[config.mk]
export PLATFORM = sky130hd
export DESIGN_NAME = reset_and_rom_verify_sequencer
export DESIGN_NICKNAME = d
export VERILOG_FILES = /design/src/rst_seq_pkg.sv /design/src/pin_sync.sv /design/src/reset_and_rom_verify_sequencer.sv
export VERILOG_INCLUDE_DIRS = /design/src
export SDC_FILE = /design/constraint.sdc
export NUM_CORES = 1
export LEC_CHECK = 0
export BUFFER_PORTS_ARGS = -buffer_cell sky130_fd_sc_hd__buf_2
export CAP_MARGIN = 20
export CORE_MARGIN = 3
export CORE_UTILIZATION = 48
export CTS_CLUSTER_SIZE = 28
export DETAILED_ROUTE_END_ITERATION = 6
export HOLD_SLACK_MARGIN = 0.02
export PLACE_DENSITY_LB_ADDON = 0.15
export RECOVER_POWER = 100
export SKIP_LAST_GASP = 1
export SLEW_MARGIN = 20
export SYNTH_ARGS = -nofsm -noshare
export SYNTH_HDL_FRONTEND = slang
export SYNTH_SLANG_ARGS = --single-unit
[constraint.sdc]
create_clock -name clk -period 1.65 [get_ports clk]
set_input_delay 0.0825 -clock clk [delete_from_list [all_inputs] [get_ports clk]]
set_output_delay 0.0825 -clock clk [all_outputs]
set_load 0.03 [all_outputs]
[src/rst_seq_defines.svh]
// Purpose: constants for the reset and protected-ROM verify sequencer
// Assumes: one phase equals one oscillator period; twelve phases form a machine cycle
// Notes: strap levels are chosen values and may be changed to suit a tester
`ifndef RST_SEQ_DEFINES_SVH
`define RST_SEQ_DEFINES_SVH

// clock of the sequencing logic
`define CLK_MHZ 250
// machine cycle framing, in oscillator periods
`define OSC_PER_MCYCLE 12
`define PH_LAST 4'hb
`define PH_RST_SAMPLE 4'h9
`define PH_ALE_RISE_PREV 4'hb
`define PH_ALE_FALL_PREV 4'h1
`define VER_SAMPLE_CLP 3
`define PH_VER_SAMPLE_PREV 4'h2
`define PH_PROGRAM_STORE_STROBE_FALL_PREV 4'h3
`define PH_PROGRAM_STORE_STROBE_RISE_PREV 4'h5
// reset input must stay low this many oscillator periods
`define RST_MIN_OSC 24
`define RST_MIN_MCYCLES 2'h2
// oscillator watchdog
`define RC_FAIL_TICKS 2'h2
`define OWD_STAB_RC 768
`define OWD_STAB_LAST 10'h2ff
// protected ROM verify
`define ROM_LAST_ADDR 14'h3fff
`define GROUP_LAST 4'hf
`define FETCH_RESET_ADDR 16'h0000
// reset contents of port latches
`define PORT_RESET 8'hff
`define PORT2_RESET_EA_LOW 8'h00
// strap levels that select protected-ROM verify
`define VER_PROGRAM_STORE_STROBE_LVL 1'b0
`define VER_EA_LVL 1'b0
`define VER_ALE_LVL 1'b0

`endif

[src/rst_seq_pkg.sv]
// Purpose: types shared by the reset and protected-ROM verify sequencer
// Assumes: nothing beyond the defines header
// Notes: port latch group travels as one packed struct
package rst_seq_pkg;

    typedef enum logic [2:0] {
        ST_RESET  = 3'b000,
        ST_RUN    = 3'b001,
        ST_VERIFY = 3'b010,
        ST_VDONE  = 3'b011
    } seq_e;

    typedef struct packed {
        logic [7:0] p1;
        logic [7:0] p2;
        logic [7:0] p3;
        logic [7:0] p4;
        logic [7:0] p5;
        logic [7:0] p6;
    } port_out_s;

endpackage : rst_seq_pkg

[src/pin_sync.sv]
// Purpose: two-flop synchroniser with rising-edge pulse for a group of pins
// Assumes: inputs are asynchronous to clk
// Notes: stage one feeds stage two only
`timescale 1ns/1ps
module pin_sync #(
    parameter int WIDTH = 1
) (
    // clock and reset
    input wire logic clk,
    input wire logic sys_rst,
    // pins
    input wire logic [WIDTH-1:0] pin_in,
    // synchronised view
    output logic [WIDTH-1:0] level,
    output logic [WIDTH-1:0] rise
);
    logic [WIDTH-1:0] s1_r;
    logic [WIDTH-1:0] s2_r;
    logic [WIDTH-1:0] s3_r;

    always_ff @(posedge clk) begin
        if (sys_rst) begin
            s1_r <= '0;
            s2_r <= '0;
            s3_r <= '0;
        end else begin
            s1_r <= pin_in;
            s2_r <= s1_r;
            s3_r <= s2_r;
        end
    end

    assign level = s2_r;
    assign rise = s2_r & ~s3_r;
endmodule : pin_sync

[src/reset_and_rom_verify_sequencer.sv]
// Purpose: reset sequencing, oscillator watchdog and protected-ROM verify for the controller
// Assumes: oscillator and RC clocks arrive as pins and are sampled by clk
// Notes: internal RAM is outside this block and is never cleared by it
// Function
// - verify starts at reset release when the three strap pins sit at selecting levels
// - in verify, address-latch strobe pulses once every twelve oscillator periods
// - no address is driven in verify; first compared byte is for location 0000
// - each strobe after the first advances the internal ROM pointer by one
// - port 0 is sampled three phases after strobe rise and compared with ROM
// - any mismatch sets a sticky error held over the current group
// - after each sixteenth byte the group result drives the result pin, high pass
// - after the last ROM byte, program-store strobe pulses mark verify end
// - internal reset runs in second asserted machine cycle, repeating each cycle
// - strobe pins are inputs during reset; outside must not drive them
// - instruction fetch begins at address 0000 after reset
// - reset loads ports 0, 1 and 3 to 6 latches with all ones
// - after reset port 2 follows the external-access select level
// - ports 7 and 8 read the pin levels, regardless of writes
// - reset leaves internal RAM contents alone
// - RC faster than oscillator flags failure, clocks chip from RC, holds reset
// - after oscillator runs, reset holds for 768 RC cycles, then switches clock
// - chip stays in reset until the external reset is also released
// - external reset clears watchdog status flag and ends power-down
`timescale 1ns/1ps
`include "rst_seq_defines.svh"
module reset_and_rom_verify_sequencer
    import rst_seq_pkg::*;
(
    // clock and reset
    input wire logic clk,
    input wire logic sys_rst,
    // clock source pins
    input wire logic osc_clk_pin,
    input wire logic rc_clk_pin,
    // reset and strap pins
    input wire logic reset_n_pin,
    input wire logic external_access_select_pin,
    // address-latch strobe pin
    input wire logic ale_in,
    output logic ale_out_r,
    output logic ale_oe_r,
    // program-store strobe pin, active low
    input wire logic program_store_strobe_n_in,
    output logic program_store_strobe_n_r,
    output logic program_store_strobe_oe_r,
    // port 0, open drain
    input wire logic [7:0] p0_in,
    output logic [7:0] p0_out_r,
    output logic [7:0] p0_oe_r,
    // ports 1 to 6 outputs, port 3 bit 5 carries the verify result
    output port_out_s ports_r,
    // input-only ports
    input wire logic [7:0] input_port_seven,
    input wire logic [3:0] input_port_eight,
    output logic [7:0] port7_read_r,
    output logic [3:0] port8_read_r,
    // internal ROM
    input wire logic [7:0] rom_data,
    output logic [13:0] rom_addr_r,
    // core side
    input wire logic power_down_req,
    input wire logic port_wr,
    input wire logic [2:0] port_wr_sel,
    input wire logic [7:0] port_wr_data,
    output logic [15:0] fetch_addr_r,
    output logic fetch_start_r,
    output logic chip_reset_r,
    output logic int_reset_pulse_r,
    output logic clk_sel_rc_r,
    output logic osc_watchdog_status_flag_r,
    output logic power_down_r,
    output logic verify_active_r,
    output logic verify_done_r
);
    localparam int SYNC_W = 26;

    logic [SYNC_W-1:0] sync_level;
    logic [SYNC_W-1:0] sync_rise;
    logic osc_rise;
    logic rc_rise;
    logic rst_n_s;
    logic ea_s;
    logic ale_s;
    logic program_store_strobe_n_s;
    logic [7:0] p0_s;
    logic [7:0] p7_s;
    logic [3:0] p8_s;

    pin_sync #(
        .WIDTH(SYNC_W)
    ) u_sync (
        .clk(clk),
        .sys_rst(sys_rst),
        .pin_in({osc_clk_pin, rc_clk_pin, reset_n_pin, external_access_select_pin, ale_in,
                 program_store_strobe_n_in, p0_in, input_port_seven, input_port_eight}),
        .level(sync_level),
        .rise(sync_rise)
    );

    assign osc_rise = sync_rise[25];
    assign rc_rise = sync_rise[24];
    assign rst_n_s = sync_level[23];
    assign ea_s = sync_level[22];
    assign ale_s = sync_level[21];
    assign program_store_strobe_n_s = sync_level[20];
    assign p0_s = sync_level[19:12];
    assign p7_s = sync_level[11:4];
    assign p8_s = sync_level[3:0];

    seq_e state_r;
    logic [3:0] ph_r;
    logic tick;
    logic rst_sample;
    logic [1:0] low_cnt_r;
    logic ext_rst_r;
    logic owd_rst_r;
    logic [1:0] rc_cnt_r;
    logic [9:0] stab_cnt_r;
    logic osc_fail;
    logic strap_ver_r;
    logic first_ale_r;
    logic [3:0] byte_cnt_r;
    logic err_r;
    logic cmp_tick;
    logic mismatch;
    logic group_end;
    logic last_cmp;
    logic chip_reset_nxt;
    logic [7:0] p0_latch_r;

    // chip phase clock follows the watchdog's chosen source
    assign tick = clk_sel_rc_r ? rc_rise : osc_rise;
    assign rst_sample = tick && (ph_r == `PH_RST_SAMPLE);
    assign chip_reset_nxt = ext_rst_r | owd_rst_r;

    always_ff @(posedge clk) begin
        if (sys_rst) begin
            ph_r <= 4'h0;
        end else if (tick) begin
            ph_r <= (ph_r == `PH_LAST) ? 4'h0 : ph_r + 4'h1;
        end
    end

    // reset pin sampled once a machine cycle; acts from the second low sample
    always_ff @(posedge clk) begin
        if (sys_rst) begin
            low_cnt_r <= 2'h0;
            ext_rst_r <= 1'b0;
            int_reset_pulse_r <= 1'b0;
        end else begin
            int_reset_pulse_r <= 1'b0;
            if (rst_sample) begin
                if (!rst_n_s) begin
                    if (low_cnt_r != `RST_MIN_MCYCLES) begin
                        low_cnt_r <= low_cnt_r + 2'h1;
                    end
                    if (low_cnt_r != 2'h0) begin
                        ext_rst_r <= 1'b1;
                        int_reset_pulse_r <= 1'b1;
                    end
                end else begin
                    low_cnt_r <= 2'h0;
                    ext_rst_r <= 1'b0;
                end
            end
        end
    end

    // oscillator watchdog: two RC edges without an oscillator edge means failure
    assign osc_fail = (rc_cnt_r == `RC_FAIL_TICKS);

    always_ff @(posedge clk) begin
        if (sys_rst) begin
            rc_cnt_r <= `RC_FAIL_TICKS;
        end else if (osc_rise) begin
            rc_cnt_r <= 2'h0;
        end else if (rc_rise && !osc_fail) begin
            rc_cnt_r <= rc_cnt_r + 2'h1;
        end
    end

    always_ff @(posedge clk) begin
        if (sys_rst) begin
            owd_rst_r <= 1'b1;
            clk_sel_rc_r <= 1'b1;
            stab_cnt_r <= 10'h000;
        end else if (osc_fail) begin
            owd_rst_r <= 1'b1;
            clk_sel_rc_r <= 1'b1;
            stab_cnt_r <= 10'h000;
        end else if (owd_rst_r && rc_rise) begin
            if (stab_cnt_r == `OWD_STAB_LAST) begin
                owd_rst_r <= 1'b0;
                clk_sel_rc_r <= 1'b0;
            end else begin
                stab_cnt_r <= stab_cnt_r + 10'h001;
            end
        end
    end

    // status and power-down flags: a new set wins over the reset clear
    always_ff @(posedge clk) begin
        if (sys_rst) begin
            osc_watchdog_status_flag_r <= 1'b0;
            power_down_r <= 1'b0;
        end else begin
            osc_watchdog_status_flag_r <= osc_fail
                | (osc_watchdog_status_flag_r & ~int_reset_pulse_r);
            power_down_r <= power_down_req | (power_down_r & ~int_reset_pulse_r);
        end
    end

    // straps are caught while reset is held
    always_ff @(posedge clk) begin
        if (sys_rst) begin
            strap_ver_r <= 1'b0;
        end else if (ext_rst_r && tick) begin
            strap_ver_r <= (program_store_strobe_n_s == `VER_PROGRAM_STORE_STROBE_LVL) && (ea_s == `VER_EA_LVL)
                && (ale_s == `VER_ALE_LVL);
        end
    end

    // sequencer
    always_ff @(posedge clk) begin
        if (sys_rst) begin
            state_r <= ST_RESET;
            chip_reset_r <= 1'b1;
            fetch_start_r <= 1'b0;
            fetch_addr_r <= `FETCH_RESET_ADDR;
            verify_active_r <= 1'b0;
            verify_done_r <= 1'b0;
        end else begin
            chip_reset_r <= chip_reset_nxt;
            fetch_start_r <= 1'b0;
            if (chip_reset_nxt) begin
                state_r <= ST_RESET;
                fetch_addr_r <= `FETCH_RESET_ADDR;
                verify_active_r <= 1'b0;
                verify_done_r <= 1'b0;
            end else begin
                case (state_r)
                    ST_RESET: begin
                        if (strap_ver_r) begin
                            state_r <= ST_VERIFY;
                            verify_active_r <= 1'b1;
                        end else begin
                            state_r <= ST_RUN;
                            fetch_start_r <= 1'b1;
                        end
                    end
                    ST_VERIFY: begin
                        if (last_cmp) begin
                            state_r <= ST_VDONE;
                            verify_active_r <= 1'b0;
                            verify_done_r <= 1'b1;
                        end
                    end
                    ST_VDONE: begin
                        state_r <= ST_VDONE;
                    end
                    default: begin
                        state_r <= ST_RUN;
                    end
                endcase
            end
        end
    end

    // strobe pins: inputs during reset, driven afterwards
    always_ff @(posedge clk) begin
        if (sys_rst) begin
            ale_out_r <= 1'b0;
            ale_oe_r <= 1'b0;
            program_store_strobe_n_r <= 1'b1;
            program_store_strobe_oe_r <= 1'b0;
        end else if (chip_reset_nxt || state_r == ST_RESET) begin
            ale_out_r <= 1'b0;
            ale_oe_r <= 1'b0;
            program_store_strobe_n_r <= 1'b1;
            program_store_strobe_oe_r <= 1'b0;
        end else begin
            ale_oe_r <= 1'b1;
            program_store_strobe_oe_r <= 1'b1;
            if (tick && ph_r == `PH_ALE_RISE_PREV) begin
                ale_out_r <= 1'b1;
            end else if (tick && ph_r == `PH_ALE_FALL_PREV) begin
                ale_out_r <= 1'b0;
            end
            if (state_r == ST_VDONE && tick && ph_r == `PH_PROGRAM_STORE_STROBE_FALL_PREV) begin
                program_store_strobe_n_r <= 1'b0;
            end else if (tick && ph_r == `PH_PROGRAM_STORE_STROBE_RISE_PREV) begin
                program_store_strobe_n_r <= 1'b1;
            end
        end
    end

    // verify compare, three phases after each strobe rise
    assign cmp_tick = (state_r == ST_VERIFY) && tick && (ph_r == `PH_VER_SAMPLE_PREV);
    assign mismatch = (p0_s != rom_data);
    assign group_end = cmp_tick && (byte_cnt_r == `GROUP_LAST);
    assign last_cmp = cmp_tick && (rom_addr_r == `ROM_LAST_ADDR);

    always_ff @(posedge clk) begin
        if (sys_rst) begin
            rom_addr_r <= 14'h0000;
            first_ale_r <= 1'b1;
        end else if (state_r != ST_VERIFY) begin
            rom_addr_r <= 14'h0000;
            first_ale_r <= 1'b1;
        end else if (tick && ph_r == `PH_ALE_RISE_PREV) begin
            first_ale_r <= 1'b0;
            if (!first_ale_r && rom_addr_r != `ROM_LAST_ADDR) begin
                rom_addr_r <= rom_addr_r + 14'h0001;
            end
        end
    end

    always_ff @(posedge clk) begin
        if (sys_rst) begin
            byte_cnt_r <= 4'h0;
            err_r <= 1'b0;
        end else if (state_r != ST_VERIFY) begin
            byte_cnt_r <= 4'h0;
            err_r <= 1'b0;
        end else if (cmp_tick) begin
            byte_cnt_r <= byte_cnt_r + 4'h1;
            if (group_end) begin
                err_r <= 1'b0;
            end else begin
                err_r <= err_r | mismatch;
            end
        end
    end

    // port latches; port 2 reset follows the access-select level
    always_ff @(posedge clk) begin
        if (sys_rst || chip_reset_nxt) begin
            p0_latch_r <= `PORT_RESET;
            ports_r.p1 <= `PORT_RESET;
            ports_r.p2 <= ea_s ? `PORT_RESET : `PORT2_RESET_EA_LOW;
            ports_r.p3 <= `PORT_RESET;
            ports_r.p4 <= `PORT_RESET;
            ports_r.p5 <= `PORT_RESET;
            ports_r.p6 <= `PORT_RESET;
        end else if (group_end) begin
            ports_r.p3[5] <= ~(err_r | mismatch);
        end else if (port_wr && state_r == ST_RUN) begin
            if (port_wr_sel == 3'h0) begin
                p0_latch_r <= port_wr_data;
            end else if (port_wr_sel == 3'h1) begin
                ports_r.p1 <= port_wr_data;
            end else if (port_wr_sel == 3'h2) begin
                ports_r.p2 <= port_wr_data;
            end else if (port_wr_sel == 3'h3) begin
                ports_r.p3 <= port_wr_data;
            end else if (port_wr_sel == 3'h4) begin
                ports_r.p4 <= port_wr_data;
            end else if (port_wr_sel == 3'h5) begin
                ports_r.p5 <= port_wr_data;
            end else if (port_wr_sel == 3'h6) begin
                ports_r.p6 <= port_wr_data;
            end
        end
    end

    // port 0 open drain: driven only for zero bits, never in verify
    always_ff @(posedge clk) begin
        if (sys_rst) begin
            p0_out_r <= 8'h00;
            p0_oe_r <= 8'h00;
        end else if (state_r == ST_VERIFY || state_r == ST_VDONE || chip_reset_nxt) begin
            p0_out_r <= 8'h00;
            p0_oe_r <= 8'h00;
        end else begin
            p0_out_r <= 8'h00;
            p0_oe_r <= ~p0_latch_r;
        end
    end

    // input-only ports reflect the pins; writes have no path here
    always_ff @(posedge clk) begin
        if (sys_rst) begin
            port7_read_r <= 8'h00;
            port8_read_r <= 4'h0;
        end else begin
            port7_read_r <= p7_s;
            port8_read_r <= p8_s;
        end
    end

    // RAM is held elsewhere and receives no clear from this block
endmodule : reset_and_rom_verify_sequencer

==> metrics.csv, run 1 <==
metric,value,unit
status,finished with violations,
failing checks,negative setup slack,
CTS Root Cell,clkbuf_16,
CTS Buf Count,17,
pwr dens,1011,mW/mm^2
CTS Sinks,183,
Area contributors post-synth,"dfxtp_1 50%, nor2b_1 6.3%, mux2i_1 5.3%, nand2_1 4.4%, buf_4 4.2%",
Synth Flop Type,dfxtp_1,
"Clk Latency, worst-skew pair",420,ps
IO Count,167,
sequential fraction of the synthesis area,0.5369,
RSZ-0062 raised after global routing,yes,
"Remaining Overflow, GRT",0,
met3 usage,0.05684,
Initial Util,0.4966,
initial antenna violation count,1,
Final setup viols,1,
die width,126.5,um
detailed-route wire length per cell,14.80,um
hpwl dp,11210,um
leak pwr,3.580,nW
Sw Share,0.2180,
DRC viols,0,
First-pass DRT Iterations,5,
vias per cell,5.037,
TritonCTS clock tree,built,
Final Hold Fails,0,
Worst setup SP type,register,
Post-DRT Antenna Nets,0,
Crit path largest cell delay,570,ps
largest area contributor in the netlist,dfxtp_1,
WHS,33.85,ps
max-slew violations,0,
Crit Path Class,register to register,
DRT Wirelength,16150,um
number of global-route vias before repair,5318,
row cnt,43,
maximum number of pins on one net before global-route repair,50,
port bufs,142,
Worst Path Required,2010,ps
Mapped Area,0.006973,mm^2
Most Crowded Layer GR,met2,
synth cell count leaders,"175 x dfxtp_1, 81 x nand2_1, 70 x nor2b_1",
min Tclk post-route,1683,ps
synthesized area per cell,9.961,um^2
max cap viols,0,
Synth Register Bits,183,
Hold WC Path Type,input pin to register,
Fmax,594.2,MHz
Finished Layout Cells,1091,
Worst-path clk slew,70,ps
layout cells sized above 1,0.1943,
fin crit share,1.020,
area grow syn2layout,28.60,%
post-route worst setup slack,-33.02,ps
placed insts,1016,
Routability Congestion,0.8506,
async set-reset flop share out of synthesis,0,
count of different cell masters after synthesis,64,
clock network fraction of design power,0.447,
Post-synth EDFFs,8,
die area,0.01601,mm^2
most frequent cell after synthesis,dfxtp_1,
Worst-Margin Slew,901.1,ps
Worst Skew,6.284,ps
Critical Path Sink Type,register,
sw power,0.001976,W
critical path's slowest cell,or4_4,
ant diodes,0,
crit path DAT,2040,ps
Synth Warn #,0,
met2 global-route usage,0.3434,
top-area cell type share of the netlist area,0.5024,
H-tree depth,4,
gate count after technology mapping,700,
max_slew headroom,0.3993,
all-layer global routing usage,0.2016,
met1 Usage GRT,0.2408,
Iteration-0 DRC Markers,345,
Die Y,126.5,um
CTS Buffer Depth,2,
maximum vdd drop,0.6920,mV
first-pass GRT wire length,26160,um
crit path max fanout,4,
Combinational Power Share,0.050,
via count,5495,
CP Cell Sequence,nand4b_1 > or4_4 > or3_4 > a21oi_2,
"Net count, final",956,
Power Internal,0.007090,W
Sequential Power Share,0.502,
core footprint,0.01404,mm^2
## repair_timing
action | CTS | global route
gates cloned | 0 | 0
buffers inserted | 2 | 6
hold endpoints to repair | 60 | 0
hold buffers | 35 | 0
pin swaps | 3 | 9
gates resized for setup | 9 | 33
endpoints found under the setup margin | 6 | 36
## cell families (layout without fill, tap and decap cells)
kind of cell / Yosys count / after routing / synth area share
and+or+nand+nor: 278 / 278 / 0.2155
DFF: 183 / 183 / 0.5369
AOI/OAI and AO/OA: 91 / 91 / 0.09062
buffers and inverters: 87 / 275 / 0.06926
muxes: 38 / 38 / 0.05473
xor gates and xnor gates: 13 / 13 / 0.01633
adders and majority gates: 9 / 9 / 0.01615
other: 1 / 24 / 0.0005378
## layout by cell type (no fill, tap or decap), types with 5 or more instances in the layout
cell type and n:
buf_2 50, dfxtp_1 157, dlygate4sd3_1 35, nand2_1 81
buf_4 29, mux2i_1 37, edfxtp_1 8, clkbuf_16 18
nand3_1 25, o31ai_1 7, dfxtp_2 16, nand2b_1 6
clkbuf_1 100, clkbuf_2 7, o21ai_0 13, nand4_1 12
nor2b_1 69, a21oi_1 22, nor2_1 31, nor3_1 8
ha_1 6, a21o_1 9, xor2_1 10, conb_1 24
inv_1 15, or3_1 5
## per-stage QoR
| stage | instance area (um^2) | util | worst slack [ps] | TNS [ps] | power (W) |
|---|---|---|---|---|---|
| after global routing | 8967 | 0.6386 | -68.14 | -965.4 | 0.009406 |
| final | 8967 | 0.6386 | -33.02 | -33.02 | 0.009066 |
| after CTS | 8980 | 0.6395 | 0.4516 | 0 | 0.009152 |
| after global placement | 7978 | 0.5681 | 33.14 | 0 | 0.005031 |
| after floorplan | 7118 | - | -78.28 | -222.8 | 0.004945 |
| after detailed placement | 7978 | 0.5681 | -123.6 | -191.5 | 0.005039 |
## path summary, 6_finish.rpt
kind	end	from	slack, ps	cells past startpoint
max	stab_cnt_r[8]	u_sync.s3_r[24]	-30	4
min	ports_r[11]	port_wr_data[3]	30	3
min reg2reg	p0_oe_r[0]	p0_latch_r[0]	410	1
max reg2reg	stab_cnt_r[8]	u_sync.s3_r[24]	-30	4
## worst max-delay path, delay by kind of cell, from the launching register on
| family | cells | cell delay [ps] |
|---|---|---|
| AOI/OAI and AO/OA | 1 | 110 |
| DFF | 1 | 330 |
| and+or+nand+nor | 3 | 1180 |
## power by group through the flow
stage,sequential [W],clock [W],combinational [W]
2_1_floorplan,0.00467,0,0.000277
3_3_place_gp,0.00465,0,0.000384
4_1_cts,0.00455,0.00415,0.000454
5_1_grt,0.00456,0.00435,0.000494
3_5_place_dp,0.00465,0,0.000389
6_report,0.00455,0.00406,0.000455
## sequential cells by signal, summed over array words and instances, names as in the netlist, 2 cells and up
name,cells
p0_latch_r,8
u_sync.s3_r,4
p0_oe_r,8
ports_r,48
port8_read_r,3
state_r,2
u_sync.level,26
byte_cnt_r,4
rc_cnt_r,2
ph_r,4
port7_read_r,7
stab_cnt_r,10
low_cnt_r,2
rom_addr_r,14
u_sync.s1_r,26
## area by class of cell
type,instances,area [um^2]
Tap cell,180,225.2
Clock buffer,20,467.9
Multi-Input combinational cell,453,2982
Timing Repair Buffer,227,1328
Sequential cell,183,3771
Fill cell,1187,5075
Clock inverter,12,133.9
Inverter,16,60.06
## per-layer routing
metal / part of all wire / up-vias
li1: - / 2743
met1: 0.43 / 2573
met2: 0.49 / 152
met3: 0.063 / 25
met4: 0.021 / 2
met5: 0.00043 / -
Power figures use the tool's default switching activity.
==> run 2, diff against run 1 <==
Settings changed: RECOVER_POWER 100 to not set.
Clock period 1.65 ns to 1.4 ns, I/O delays scaled along.
==> metrics.csv, run 2 (synthesis gave the netlist of run 1 again) <==
metric,value,unit
status,finished with violations,
failing checks,negative setup slack,
pwr dens,1044,mW/mm^2
hpwl dp,11450,um
"commonest non-fill, non-tap cell in the layout",dfxtp_1,
Util after Layout,0.7207,
layout cells sized above 1,0.4053,
via count,5879,
Initial Util,0.4966,
Fmax,603.3,MHz
die width,126.5,um
Worst setup SP type,register,
WHS,34.76,ps
vias per cell,5.059,
Crit Path Class,register to register,
max FFs per register,48,
Final Cell Area,0.01012,mm^2
"Net count, final",1027,
ant diodes,0,
IO Count,167,
Critical Path End,rom_addr_r[13],
DRT Wirelength,18190,um
core footprint,0.01404,mm^2
"Clk Latency, worst-skew pair",420,ps
max cap viols,0,
detailed-route wire length per cell,15.65,um
reg2reg end,rom_addr_r[13],
most frequent cells in the layout,"153 x dfxtp_1, 142 x buf_2, 92 x buf_4, 79 x nand2_1, 69 x nor2b_1",
Post-DRT Antenna Nets,0,
placed cell area,0.008373,mm^2
crit path DAT,2010,ps
R2R setup slack,-260,ps
DRC viols,0,
CTS Root Cell,clkbuf_16,
TritonCTS clock tree,built,
area grow syn2layout,45.13,%
RSZ-0062 raised after global routing,yes,
CTS Sinks,183,
reg2reg path depth,7,
Place WS,-247.1,ps
Die Y,126.5,um
all-layer global routing usage,0.2130,
maximum number of pins on one net before global-route repair,70,
max-slew violations,0,
die area,0.01601,mm^2
maximum vdd drop,0.8247,mV
Worst-path clk slew,70,ps
Final setup viols,73,
initial antenna violation count,0,
Worst Path Required,1760,ps
post-route worst setup slack,-257.5,ps
Final Hold Fails,0,
CP startpoint,owd_rst_r,
H-tree depth,4,
First-pass DRT Iterations,5,
number of global-route vias before repair,5740,
Critical Path Sink Type,register,
crit path max fanout,6,
Worst Skew,7.483,ps
worst r2r src,owd_rst_r,
row cnt,43,
Routability Congestion,0.8686,
TNS Setup,-8821,ps
port bufs,142,
Hold WC Path Type,input pin to register,
CTS Buffer Depth,2,
Iteration-0 DRC Markers,307,
Top reg by flops,ports_r,
fin crit share,1.184,
CTS Buf Count,17,
first-pass GRT wire length,27500,um
leak pwr,4.339,nW
min Tclk post-route,1658,ps
"Remaining Overflow, GRT",0,
## run 2: where the power goes
part / switching (W) / internal [W] / leakage, nW
registers: 0.0000331 / 0.00534 / 1.53
clock network: 0.00202 / 0.00258 / 0.277
logic: 0.000346 / 0.000247 / 2.53
total: 0.00240 / 0.00816 / 4.34
## run 2: worst min-delay path by stage
stage | startpoint | end | slack (ps) | depth (start not counted)
after floorplan | power_down_req | power_down_r | 190 | 2
after global placement | power_down_req | power_down_r | 280 | 3
after detailed placement | input_port_seven[5] | u_sync.s1_r[9] | 280 | 2
after CTS | rom_data[1] | ports_r[29] | 20 | 4
after global routing | sys_rst | u_sync.s3_r[24] | 40 | 3
final | sys_rst | u_sync.s3_r[25] | 30 | 3
## run 2: through the flow
stage               cells  total power (W)
finish               1162          0.01056
global route         1162          0.01092
CTS                  1148          0.01061
detailed placement   1064         0.005957
global placement     1064         0.005945
floorplan             723         0.005836
## run 2: timing repair
item / in CTS / in global routing
gates resized for setup: 71 / 64
pin swaps: 33 / 43
hold buffers: 35 / 0
setup endpoints to repair: 97 / 111
setup buffers: 17 / 14
cloned: 1 / 0
hold endpoints to repair: 68 / 0
## run 2: layer usage
layer,up-vias,track usage,part of all wire
met1,2778,0.2522,0.42
met5,-,0,0
met4,0,0.09401,0.023
li1,2890,-,-
met2,174,0.3636,0.50
met3,37,0.05600,0.052
## run 2: final cells by class
cell class              count  area (um^2)
clock buffers              20        457.9
clock inverters            12        116.4
fillers                   973         3923
inverters                  16        65.06
multi-input cells         454         3386
flip-flops and latches    183         3776
well taps                 180        225.2
repair buffers            297         2093
## run 2: critical path, stage by stage (launching register included)
cell      delay, ps
dfxtp_4         370
nor3b_4         240
buf_6           140
buf_12          120
o211ai_4        110
nor4_2          300
buf_4           160
mux2i_1         160
